--- config.mk ---
export PLATFORM = sky130hd
export DESIGN_NAME = fifo_status_flags
export DESIGN_NICKNAME = d
export VERILOG_FILES = /design/src/fifo_flags_pkg.sv /design/src/fifo_status_flags.sv
export SDC_FILE = /design/constraint.sdc
export NUM_CORES = 1
export LEC_CHECK = 0
export BUFFER_PORTS_ARGS = -buffer_cell sky130_fd_sc_hd__buf_2
export CORE_MARGIN = 2
export CORE_UTILIZATION = 50
export CTS_BUF_LIST = sky130_fd_sc_hd__clkbuf_16
export CTS_CLUSTER_SIZE = 40
export DETAILED_ROUTE_END_ITERATION = 10
export GPL_TIMING_DRIVEN = 1
export PLACE_DENSITY = 0.67
export RECOVER_POWER = 100
export SLEW_MARGIN = 20
export SYNTH_ARGS = -nofsm -noshare
export SYNTH_HDL_FRONTEND = slang
export SYNTH_SLANG_ARGS = --single-unit
--- constraint.sdc ---
create_clock -name clk_i -period 5.3 [get_ports clk_i]
set_input_delay 0.265 -clock clk_i [delete_from_list [all_inputs] [get_ports clk_i]]
set_output_delay 0.265 -clock clk_i [all_outputs]
set_load 0.02 [all_outputs]
--- src/fifo_flags_pkg.sv ---
// Constants shared by the multi-queue flag block
`default_nettype none
package fifo_flags_pkg;
  // Queue organisation
  localparam int NQ        = 4;   // Queues in four-queue mode
  localparam int QW        = 10;  // Narrow word width
  localparam int WW        = 20;  // Wide word width, dual mode
  localparam int BUS_W     = 40;  // Write and read data bus width
  localparam int DEPTH_DEF = 16;  // Default memory words per queue
  localparam int OFF_W     = 8;   // Almost-empty offset width
  localparam logic [7:0] OFF_DEF = 8'h07; // Offset after reset
  // Register map
  localparam int ADR_W = 4;
  localparam logic [3:0] A_CTRL = 4'h0; // Control, read/write
  localparam logic [3:0] A_STAT = 4'h4; // Status, read only
  localparam int CTRL_HOLD = 0;         // Block enabled reads; fall-through still loads the shown word
  localparam int ST_EMPTY  = 0;         // Empty or output-ready pins
  localparam int ST_FULL   = 4;         // Full or input-ready pins
  localparam int ST_AE     = 8;         // Almost-empty pins
  localparam int ST_FALL   = 12;        // Fall-through mode latched
  localparam int ST_QUAD   = 13;        // Four-queue mode latched
  localparam int ST_W20    = 14;        // Twenty-bit words latched
  // Positions inside the synchronised pin vector
  localparam int P_WCLK = 0;
  localparam int P_RCLK = 4;
  localparam int P_WEN  = 8;
  localparam int P_REN  = 12;
  localparam int P_SI   = 16;
  localparam int P_SRE  = 17;
  localparam int P_SLE  = 18;
  localparam int P_SCLK = 19;
  localparam int P_D    = 20;
  localparam int P_TSEL = 60;
  localparam int P_QUAD = 61;
  localparam int P_W20  = 62;
  localparam int P_W    = 63;
endpackage
`default_nettype wire

--- src/fifo_status_flags.sv ---
// Multi-queue store with status flags, serial offset port and register slave
`timescale 1ns/1ns
`default_nettype none
module fifo_status_flags
  import fifo_flags_pkg::*;
#(
  parameter int DEPTH = fifo_flags_pkg::DEPTH_DEF, // Power of two
  parameter int OW    = fifo_flags_pkg::OFF_W,
  parameter logic [fifo_flags_pkg::OFF_W-1:0] ODEF = fifo_flags_pkg::OFF_DEF
)
(
  // Clock and reset
  input  wire logic                       clk_i,
  input  wire logic                       rst_i,
  // Wishbone slave
  input  wire logic                       wb_cyc_i,
  input  wire logic                       wb_stb_i,
  input  wire logic                       wb_we_i,
  input  wire logic [fifo_flags_pkg::ADR_W-1:0] wb_adr_i,
  input  wire logic [3:0]                 wb_sel_i,
  input  wire logic [31:0]                wb_dat_i,
  output logic      [31:0]                wb_dat_o,
  output logic                            wb_ack_o,
  // Straps, caught at reset
  input  wire logic                       fallthrough_select_serial_in_i,
  input  wire logic                       flag_timing_select_i,
  input  wire logic                       quad_mode_i,
  input  wire logic                       bus20_i,
  // Serial offset port
  input  wire logic                       sclk_i,
  input  wire logic                       serial_load_enable_n_i,
  input  wire logic                       serial_readback_enable_n_i,
  output logic                            serial_readback_out_o,
  // Write ports
  input  wire logic [fifo_flags_pkg::NQ-1:0]    wclk_i,
  input  wire logic [fifo_flags_pkg::NQ-1:0]    wen_n_i,
  input  wire logic [fifo_flags_pkg::BUS_W-1:0] d_i,
  // Read ports
  input  wire logic [fifo_flags_pkg::NQ-1:0]    rclk_i,
  input  wire logic [fifo_flags_pkg::NQ-1:0]    ren_n_i,
  output logic      [fifo_flags_pkg::BUS_W-1:0] q_o,
  // Flag pins
  output logic      [fifo_flags_pkg::NQ-1:0]    queue_empty_n_o,
  output logic      [fifo_flags_pkg::NQ-1:0]    queue_full_n_o,
  output logic      [fifo_flags_pkg::NQ-1:0]    almost_empty_n_o
);
  import fifo_flags_pkg::*;

  localparam int AW  = $clog2(DEPTH); // Pointer width
  localparam int TOT = NQ * OW;       // Offset chain length

  // Pin synchroniser stages
  wire  [P_W-1:0] pin_w;    // All outside inputs except clock, reset and Wishbone in one vector
  logic [P_W-1:0] s1_r;     // First stage, read by s2_r only
  logic [P_W-1:0] s2_r;     // Safe level
  logic [P_W-1:0] s3_r;     // Previous level for edge finding
  // Latched modes
  logic           ft_r;     // Fall-through flag personality
  logic           tsel_r;   // Synchronous almost-empty timing
  logic           quad_r;   // Four-queue organisation
  logic           w20_r;    // Twenty-bit words in dual mode
  // Serial offset state
  logic [TOT-1:0] chain_r;  // Offsets, queue 0 at the top
  logic [TOT-1:0] scan_r;   // Scan-out copy
  // Register slave state
  logic           hold_r;   // Software read block
  logic           ack_r;
  logic [31:0]    dat_r;
  // Per-queue views
  logic [WW-1:0]  out_w [NQ];
  logic [AW:0]    cnt_w [NQ];
  wire  [NQ-1:0]  load_w;
  wire  [NQ-1:0]  empty_w;
  wire  [NQ-1:0]  full_w;
  wire  [NQ-1:0]  ae_w;
  wire  [BUS_W-1:0] q_quad;
  wire  [31:0]    stat_w;
  wire  [31:0]    rd_mux;

  // Gather outside pins into one synchroniser vector
  assign pin_w = {bus20_i, quad_mode_i, flag_timing_select_i, d_i, sclk_i,
                  serial_load_enable_n_i, serial_readback_enable_n_i,
                  fallthrough_select_serial_in_i, ren_n_i, wen_n_i, rclk_i, wclk_i};

  // Two-stage synchroniser plus edge history, no reset so straps stay live
  always_ff @(posedge clk_i)
  begin
    s1_r <= pin_w;
    s2_r <= s1_r;
    s3_r <= s2_r;
  end

  // Edges and levels seen on the system clock
  wire [NQ-1:0] wclk_rise = s2_r[P_WCLK +: NQ] & ~s3_r[P_WCLK +: NQ];
  wire [NQ-1:0] rclk_rise = s2_r[P_RCLK +: NQ] & ~s3_r[P_RCLK +: NQ];
  wire [NQ-1:0] wen_s     = s2_r[P_WEN +: NQ];
  wire [NQ-1:0] ren_s     = s2_r[P_REN +: NQ];
  wire [BUS_W-1:0] d_s    = s2_r[P_D +: BUS_W];
  wire sclk_rise = s2_r[P_SCLK] & ~s3_r[P_SCLK];
  wire si_s      = s2_r[P_SI];
  wire sle_s     = s2_r[P_SLE];
  wire sre_s     = s2_r[P_SRE];
  wire sre_fall  = ~s2_r[P_SRE] & s3_r[P_SRE];

  // Straps are caught while reset is held, so it must last three edges
  always_ff @(posedge clk_i)
  begin
    if (rst_i)
    begin
      ft_r   <= s2_r[P_SI];
      tsel_r <= s2_r[P_TSEL];
      quad_r <= s2_r[P_QUAD];
      w20_r  <= s2_r[P_W20];
    end
  end

  // Offset chain: shifts only while the load enable is low
  always_ff @(posedge clk_i)
  begin
    if (rst_i)
      chain_r <= {NQ{ODEF}};
    else if (sclk_rise && !sle_s)
      chain_r <= {chain_r[TOT-2:0], si_s};
  end

  // Scan-out register: copy on enable fall, then shift MSB first
  always_ff @(posedge clk_i)
  begin
    if (rst_i)
      scan_r <= '0;
    else if (sre_fall)
      scan_r <= chain_r;
    else if (sclk_rise && !sre_s)
      scan_r <= {scan_r[TOT-2:0], 1'b0};
  end
  assign serial_readback_out_o = scan_r[TOT-1];

  // One slice of queue logic per queue; nothing crosses between slices
  for (genvar i = 0; i < NQ; i++)
  begin : g_q
    localparam int LO10 = i * QW;
    localparam int LO20 = (i / 2) * WW;
    logic [AW-1:0] wp_r;           // Write pointer
    logic [AW-1:0] rp_r;           // Read pointer
    logic [AW:0]   cnt_r;          // Words in memory
    logic [WW-1:0] mem_r [DEPTH];  // Flip-flop storage
    logic [WW-1:0] out_r;          // Output register
    logic          e1_r;           // Empty path, first stage
    logic          e2_r;           // Empty path, second stage
    logic          ov_r;           // Output register holds a word
    logic          f1_r;           // Full path, first stage
    logic          f2_r;           // Full path, second stage
    logic          ae_r;           // Almost-empty pin state
    // Word lane for this queue under the latched organisation
    wire [WW-1:0] win = w20_r ? d_s[LO20 +: WW] : {{(WW-QW){1'b0}}, d_s[LO10 +: QW]};
    // Dual mode leaves queues 1 and 3 idle
    wire act = quad_r || (i % 2 == 0);
    // Occupancy counts the shown word in fall-through mode
    wire [AW+1:0] occ = {1'b0, cnt_r} + (AW+2)'(ft_r & ov_r);
    wire [AW+1:0] cap = (AW+2)'(DEPTH) + (AW+2)'(ft_r);
    wire full_c = occ >= cap;
    wire fill   = (occ + (AW+2)'(1)) >= cap;
    wire rd_ok  = rclk_rise[i] & ~ren_s[i] & ~hold_r & act;
    wire wr     = wclk_rise[i] & ~wen_s[i] & act & ~full_c;
    wire pop_sd = ~ft_r & rd_ok & e2_r & (|cnt_r);
    // A read of the shown word with nothing behind it empties the register
    wire take   = ft_r & rd_ok & ov_r;
    // Third read edge after a write moves the word to the outputs
    wire load   = ft_r & rclk_rise[i] & e2_r & (|cnt_r) & (~ov_r | take);
    wire pop    = pop_sd | load;
    wire last   = pop & ~wr & (cnt_r == (AW+1)'(1));
    wire [OW-1:0] n_off = chain_r[TOT-1-i*OW -: OW];
    wire ae_c   = ft_r ? (int'(occ) < int'(n_off)) : (int'(cnt_r) <= int'(n_off));

    // Memory writes; no reset needed on data
    always_ff @(posedge clk_i)
    begin
      if (wr)
        mem_r[wp_r] <= win;
    end

    // Pointers and word count
    always_ff @(posedge clk_i)
    begin
      if (rst_i)
      begin
        wp_r  <= '0;
        rp_r  <= '0;
        cnt_r <= '0;
      end
      else
      begin
        if (wr)
          wp_r <= wp_r + (AW)'(1);
        if (pop)
          rp_r <= rp_r + (AW)'(1);
        cnt_r <= cnt_r + (AW+1)'(wr) - (AW+1)'(pop);
      end
    end

    // Output register; old data stays when the queue runs dry
    always_ff @(posedge clk_i)
    begin
      if (rst_i)
      begin
        out_r <= '0;
        ov_r  <= 1'b0;
      end
      else
      begin
        if (pop)
          out_r <= mem_r[rp_r];
        if (load)
          ov_r <= 1'b1;
        else if (take)
          ov_r <= 1'b0;
      end
    end

    // Empty path on read edges; last read drops it at once to stop overreads
    always_ff @(posedge clk_i)
    begin
      if (rst_i)
      begin
        e1_r <= 1'b0;
        e2_r <= 1'b0;
      end
      else if (last)
      begin
        e1_r <= 1'b0;
        e2_r <= 1'b0;
      end
      else if (rclk_rise[i])
      begin
        e1_r <= |cnt_r;
        e2_r <= e1_r;
      end
    end

    // Full path on write edges; a filling write asserts at once
    always_ff @(posedge clk_i)
    begin
      if (rst_i)
      begin
        f1_r <= 1'b0;
        f2_r <= 1'b0;
      end
      else if (wclk_rise[i])
      begin
        if (wr && fill)
        begin
          f1_r <= 1'b1;
          f2_r <= 1'b1;
        end
        else
        begin
          f1_r <= full_c;
          f2_r <= f1_r;
        end
      end
    end

    // Almost-empty: read edge updates, or split assert and release edges
    always_ff @(posedge clk_i)
    begin
      if (rst_i)
        ae_r <= 1'b0;
      else
      begin
        if (rclk_rise[i] && (tsel_r || ae_c))
          ae_r <= ~ae_c;
        if (wclk_rise[i] && !tsel_r && !ae_c)
          ae_r <= 1'b1;
      end
    end

    // Pin personality follows the latched mode
    assign empty_w[i] = ft_r ? ~ov_r : e2_r;
    assign full_w[i]  = ft_r ? f2_r : ~f2_r;
    assign ae_w[i]    = ae_r;
    assign load_w[i]  = load;
    assign out_w[i]   = out_r;
    assign cnt_w[i]   = cnt_r;
    assign q_quad[LO10 +: QW] = out_r[QW-1:0];
  end

  // Read bus lanes under the latched organisation
  assign q_o = quad_r ? q_quad :
               w20_r  ? {out_w[2], out_w[0]} :
               {{QW{1'b0}}, out_w[2][QW-1:0], {QW{1'b0}}, out_w[0][QW-1:0]};
  assign queue_empty_n_o  = empty_w;
  assign queue_full_n_o   = full_w;
  assign almost_empty_n_o = ae_w;

  // Status word
  assign stat_w[ST_EMPTY +: NQ] = empty_w;
  assign stat_w[ST_FULL +: NQ]  = full_w;
  assign stat_w[ST_AE +: NQ]    = ae_w;
  assign stat_w[ST_FALL]        = ft_r;
  assign stat_w[ST_QUAD]        = quad_r;
  assign stat_w[ST_W20]         = w20_r;
  assign stat_w[31:ST_W20+1]    = '0;

  // Address decode; unmapped reads return zero
  wire req      = wb_cyc_i & wb_stb_i & ~ack_r;
  wire hit_ctrl = wb_adr_i == A_CTRL;
  wire hit_stat = wb_adr_i == A_STAT;
  assign rd_mux = hit_ctrl ? {31'h0, hold_r} : hit_stat ? stat_w : 32'h0;

  // Register slave: answers one edge after the request, every address
  always_ff @(posedge clk_i)
  begin
    if (rst_i)
    begin
      ack_r  <= 1'b0;
      dat_r  <= 32'h0;
      hold_r <= 1'b0;
    end
    else
    begin
      ack_r <= req;
      if (req)
        dat_r <= rd_mux;
      if (req && wb_we_i && wb_sel_i[0] && hit_ctrl)
        hold_r <= wb_dat_i[CTRL_HOLD];
    end
  end
  assign wb_ack_o = ack_r;
  assign wb_dat_o = dat_r;
endmodule
`default_nettype wire

==> impl_results.html <==
<table>
<tr><th>Metric</th><th>Value</th></tr>
<tr><th colspan="2">Synthesis</th></tr>
<tr><td>Post-synthesis average cell area</td><td>~17 um^2</td></tr>
<tr><td>Number of enable flip-flop cells after synthesis</td><td>964</td></tr>
<tr><td>Area share of the leading cell type in the synthesized netlist</td><td>0.556</td></tr>
<tr><td>Syn. warnings</td><td>0</td></tr>
<tr><td>Top cells by area, synth</td><td>sky130_fd_sc_hd__edfxtp_1, sky130_fd_sc_hd__dfxtp_1, sky130_fd_sc_hd__mux4_2, sky130_fd_sc_hd__ha_1, sky130_fd_sc_hd__mux4_1</td></tr>
<tr><td>Cell count after synthesis</td><td>a little over 3,000</td></tr>
<tr><td>Largest area contributor in the synthesized netlist</td><td>sky130_fd_sc_hd__edfxtp_1</td></tr>
<tr><td>Mapped cell area</td><td>52,000 um^2</td></tr>
<tr><td>Portion of the post-synthesis area used by sequential elements</td><td>0.692</td></tr>
<tr><td>Post-synthesis cell type count</td><td>66</td></tr>
<tr><td>Ys flop type</td><td>sky130_fd_sc_hd__edfxtp_1</td></tr>
<tr><td>Most numerous cell in the Yosys netlist</td><td>sky130_fd_sc_hd__edfxtp_1</td></tr>
<tr><td>Most numerous cell types in the synthesized netlist</td><td>sky130_fd_sc_hd__edfxtp_1, sky130_fd_sc_hd__dfxtp_1, sky130_fd_sc_hd__mux4_2, sky130_fd_sc_hd__nand2_1, sky130_fd_sc_hd__nor2_1</td></tr>
<tr><td>Count of state elements after synthesis</td><td>approximately 1,300</td></tr>
<tr><td>Fraction of synthesis flops using an asynchronous set or reset pin</td><td>0</td></tr>
<tr><th colspan="2">Timing</th></tr>
<tr><td>Setup repair after global routing missed its margin</td><td>no</td></tr>
<tr><td>Hold Worst Slack</td><td>0.150 ns</td></tr>
<tr><td>Timing-limited maximum frequency</td><td>0.212 GHz</td></tr>
<tr><td>Summed negative setup slack over all endpoints</td><td>0 ns</td></tr>
<tr><td>Final critical-path required period</td><td>approximately 4.7 ns</td></tr>
<tr><td>Transition time at the pin with the least slew margin</td><td>roughly 2.1 ns</td></tr>
<tr><td>Share of the clock period used by the worst path</td><td>0.892</td></tr>
<tr><td>Setup violators final</td><td>0</td></tr>
<tr><td>Final-report hold violation count</td><td>0</td></tr>
<tr><td>Final setup margin</td><td>between 0.5 and 0.6 ns</td></tr>
<tr><td>Worst clock skew on the final layout</td><td>roughly 0.021 ns</td></tr>
<tr><td>Final Max Slew Viols</td><td>870</td></tr>
<tr><td>Headroom to the max-slew limit</td><td>-0.400</td></tr>
<tr><th colspan="2">Worst setup path</th></tr>
<tr><td>Worst-case reg-to-reg path depth</td><td>9</td></tr>
<tr><td>Kind of end point of the critical path</td><td>register</td></tr>
<tr><td>CP required</td><td>about 5.6 ns</td></tr>
<tr><td>Capturing instance or port of the critical path</td><td>g_q[0].mem_r[15][4]$_DFFE_PP_</td></tr>
<tr><td>Reg2Reg Launch Point</td><td>ft_r$_DFFE_PP_</td></tr>
<tr><td>Flop-to-flop setup slack</td><td>0.57 ns</td></tr>
<tr><td>Critical path start-end classification</td><td>reg2reg</td></tr>
<tr><td>Type of element launching the critical path</td><td>register</td></tr>
<tr><td>Largest fanout on the critical path</td><td>23</td></tr>
<tr><td>Reg-to-reg endpoint</td><td>g_q[0].mem_r[15][4]$_DFFE_PP_</td></tr>
<tr><td>CP Launch Point</td><td>ft_r$_DFFE_PP_</td></tr>
<tr><td>Arr. time, crit path</td><td>between 5 and 6 ns</td></tr>
<tr><th colspan="2">Routing</th></tr>
<tr><td>Overall via count from detail_route</td><td>27,800</td></tr>
<tr><td>DR pass1 iterations</td><td>5</td></tr>
<tr><td>Antenna Nets Post-Route</td><td>0</td></tr>
<tr><td>Drt drc</td><td>0</td></tr>
<tr><td>Iter 0 DRT Violations</td><td>about 2,300</td></tr>
<tr><td>Detailed-route vias per instance</td><td>5.81</td></tr>
<tr><td>Average routed wire per standard cell</td><td>about 24 um</td></tr>
<tr><td>Total wire length after detailed routing</td><td>between 100,000 and 150,000 um</td></tr>
<tr><th colspan="2">Cells and area</th></tr>
<tr><td>Syn-to-layout area delta</td><td>12.8%</td></tr>
<tr><td>Count of filler cells inserted in the layout</td><td>slightly below 8,000</td></tr>
<tr><td>Share of post-route cells with drive strength above 1</td><td>0.164</td></tr>
<tr><td>Diode count</td><td>0</td></tr>
<tr><td>Total Nets Final</td><td>around 3,500</td></tr>
<tr><th colspan="2">Place</th></tr>
<tr><td>Pre-CTS setup slack</td><td>~1.1 ns</td></tr>
<tr><td>Final estimated routing congestion in global placement</td><td>0.804</td></tr>
<tr><td>Final HPWL from detailed placement</td><td>67,800 um</td></tr>
<tr><td>IO buf count</td><td>between 100 and 150</td></tr>
<tr><th colspan="2">Power and ir drop</th></tr>
<tr><td>Sequential cell fraction of total power</td><td>0.533</td></tr>
<tr><td>Pwr Total</td><td>approximately 21 mW</td></tr>
<tr><td>Portion of total power attributed to the clock network</td><td>0.428</td></tr>
<tr><td>Switching power summed over all nets</td><td>about 4.6 mW</td></tr>
<tr><td>Share of total power in combinational logic</td><td>0.039</td></tr>
<tr><td>Pleak</td><td>20.0 nW</td></tr>
<tr><td>Fraction of power spent switching nets</td><td>0.216</td></tr>
<tr><td>Pint</td><td>between 15 and 20 mW</td></tr>
<tr><td>Max VDD drop</td><td>~0.28 mV</td></tr>
<tr><td>PD cells</td><td>about 360 nW/um^2</td></tr>
<tr><th colspan="2">Clocking</th></tr>
<tr><td>TritonCTS buffer count</td><td>about 140</td></tr>
<tr><td>Root Buffer</td><td>sky130_fd_sc_hd__clkbuf_16</td></tr>
<tr><td>CTS clk-pin slew, worst paths</td><td>0.06 ns</td></tr>
<tr><td>Clock Tree Buf Depth</td><td>3</td></tr>
<tr><td>Total setup buffers inserted after CTS</td><td>0</td></tr>
<tr><td>Later-pin clock latency in the skew report</td><td>about 0.75 ns</td></tr>
<tr><td>H-tree depth reported by CTS</td><td>4</td></tr>
<tr><td>Post-CTS Resized</td><td>0</td></tr>
<tr><td>Total number of clock tree sinks</td><td>between 1,000 and 1,500</td></tr>
<tr><td>TritonCTS clock tree</td><td>done</td></tr>
<tr><th colspan="2">Floorplan</th></tr>
<tr><td>Placement row count</td><td>between 100 and 150</td></tr>
<tr><td>Horizontal die dimension</td><td>roughly 330 um</td></tr>
<tr><td>Floorplan Core Area</td><td>around 100,000 um^2</td></tr>
<tr><td>Die height</td><td>between 300 and 400 um</td></tr>
<tr><td>Die footprint</td><td>107,000 um^2</td></tr>
<tr><td>Initial cell density of the core</td><td>0.503</td></tr>
<tr><td>Top-level I/O count</td><td>194</td></tr>
<tr><th colspan="2">Status</th></tr>
<tr><td>Result of the run</td><td>finished with violations</td></tr>
<tr><td>Violations in the final reports</td><td>max-capacitance violations, max-slew violations</td></tr>
<tr><th colspan="2">Worst hold path</th></tr>
<tr><td>Launch instance of the worst min-delay path</td><td>rclk_i[2]</td></tr>
<tr><td>Worst min-delay path category</td><td>in2reg</td></tr>
<tr><th colspan="2">Run</th></tr>
<tr><td>Number of max-cap violations</td><td>34</td></tr>
<tr><th colspan="2">Global route</th></tr>
<tr><td>Remaining global-route overflow</td><td>0</td></tr>
<tr><td>Pin count of the biggest net entering global routing</td><td>between 90 and 100</td></tr>
<tr><td>Vias in the first global route</td><td>between 20,000 and 30,000</td></tr>
<tr><td>Initial antenna violation count</td><td>0</td></tr>
<tr><td>First-pass GRT wire length</td><td>around 170,000 um</td></tr>
<tr><td>Gr usage total</td><td>0.217</td></tr>
</table>
## registers in the layout, indices dropped and copies added, names as in the netlist, 10 cells and up
signal and cells:
chain_r 32, g_q.cnt_r 20, g_q.mem_r 960, g_q.out_r 60, g_q.rp_r 16, g_q.wp_r 16, s1_r 63, s2_r 63
s3_r 10, scan_r 32, wb_dat_o 15
## cells by family after synthesis
kind of cell	count (synthesis)	share of synthesized area
adders and majority gates	120	0.0294
xor gates and xnor gates	36	0.00606
buffers and inverters	285	0.0288
other	1	0.0000721
muxes	392	0.151
DFF	1317	0.692
and+or+nand+nor	652	0.0606
AOI/OAI and AO/OA	245	0.0320
## per-stage QoR
step / instances / instance area (um^2) / util
2_1_floorplan: 3064 / 52100 / -
3_3_place_gp: 4459 / 54000 / 0.523
3_5_place_dp: 4461 / 54100 / 0.523
4_1_cts: 4783 / 59000 / 0.571
5_1_grt: 4783 / 58700 / 0.568
6_report: 4783 / 58700 / 0.568
## worst max-delay path, cell delays in order, from the launching register on
cell	delay (ns)
sky130_fd_sc_hd__edfxtp_1	0.64
sky130_fd_sc_hd__and2_0	0.30
sky130_fd_sc_hd__ha_1	0.24
sky130_fd_sc_hd__ha_1	0.26
sky130_fd_sc_hd__xor2_1	0.27
sky130_fd_sc_hd__nor4_1	0.46
sky130_fd_sc_hd__o2111a_1	0.22
sky130_fd_sc_hd__buf_4	0.24
sky130_fd_sc_hd__and3_1	0.19
sky130_fd_sc_hd__clkbuf_1	1.44
## repair_timing
item	in CTS	in global routing
setup endpoints to repair	0	0
hold buffers	69	0
hold endpoints to repair	77	0
## power groups by stage
stage	Combinational [mW]	Clock, mW	Sequential (mW)
finish	0.820	9.10	11.3
global route	0.907	9.69	11.4
CTS	0.828	9.28	11.3
detailed placement	0.785	0	11.6
global placement	0.737	0	11.5
floorplan	0.560	0	11.5
## worst min-delay path by stage
| stage | end | depth (start not counted) | slack (ns) |
|---|---|---|---|
| 2_1_floorplan | s1_r[0]$_DFF_P_ | 0 | 0.29 |
| 3_3_place_gp | s2_r[47]$_DFF_P_ | 0 | 0.31 |
| 3_5_place_dp | s2_r[23]$_DFF_P_ | 0 | 0.31 |
| 4_1_cts | s1_r[56]$_DFF_P_ | 2 | 0.11 |
| 5_1_grt | s1_r[42]$_DFF_P_ | 2 | 0.13 |
| 6_report | s1_r[6]$_DFF_P_ | 2 | 0.15 |
## cell usage in the layout (no fill, tap or decap), types with 69 or more instances in the layout
cell type	count
sky130_fd_sc_hd__edfxtp_1	964
sky130_fd_sc_hd__dfxtp_1	348
sky130_fd_sc_hd__mux4_2	263
sky130_fd_sc_hd__nand2_1	209
sky130_fd_sc_hd__nor2_1	159
sky130_fd_sc_hd__clkbuf_16	139
sky130_fd_sc_hd__inv_1	129
sky130_fd_sc_hd__clkbuf_1	121
sky130_fd_sc_hd__ha_1	116
sky130_fd_sc_hd__and3_1	71
sky130_fd_sc_hd__mux2i_1	69
sky130_fd_sc_hd__dlygate4sd3_1	69
## area by class of cell
type                       instances  area (um^2)  share of cell area
clock buffer                     139         3480              0.0593
clock inverter                   114          811              0.0138
inverter                          91          342             0.00582
multi-input combinational       1462        14600               0.249
sequential                      1317        36000               0.614
tap                             1380         1730              0.0294
timing repair buffer             280         1710              0.0291
## layer usage
metal,share of wire,up-vias,track usage
met1,0.41,14400,0.291
met4,0.022,0,0.0595
met2,0.51,953,0.371
met5,0,-,0
li1,-,12300,-
met3,0.062,191,0.0355
(Power assumes the default switching activity.)
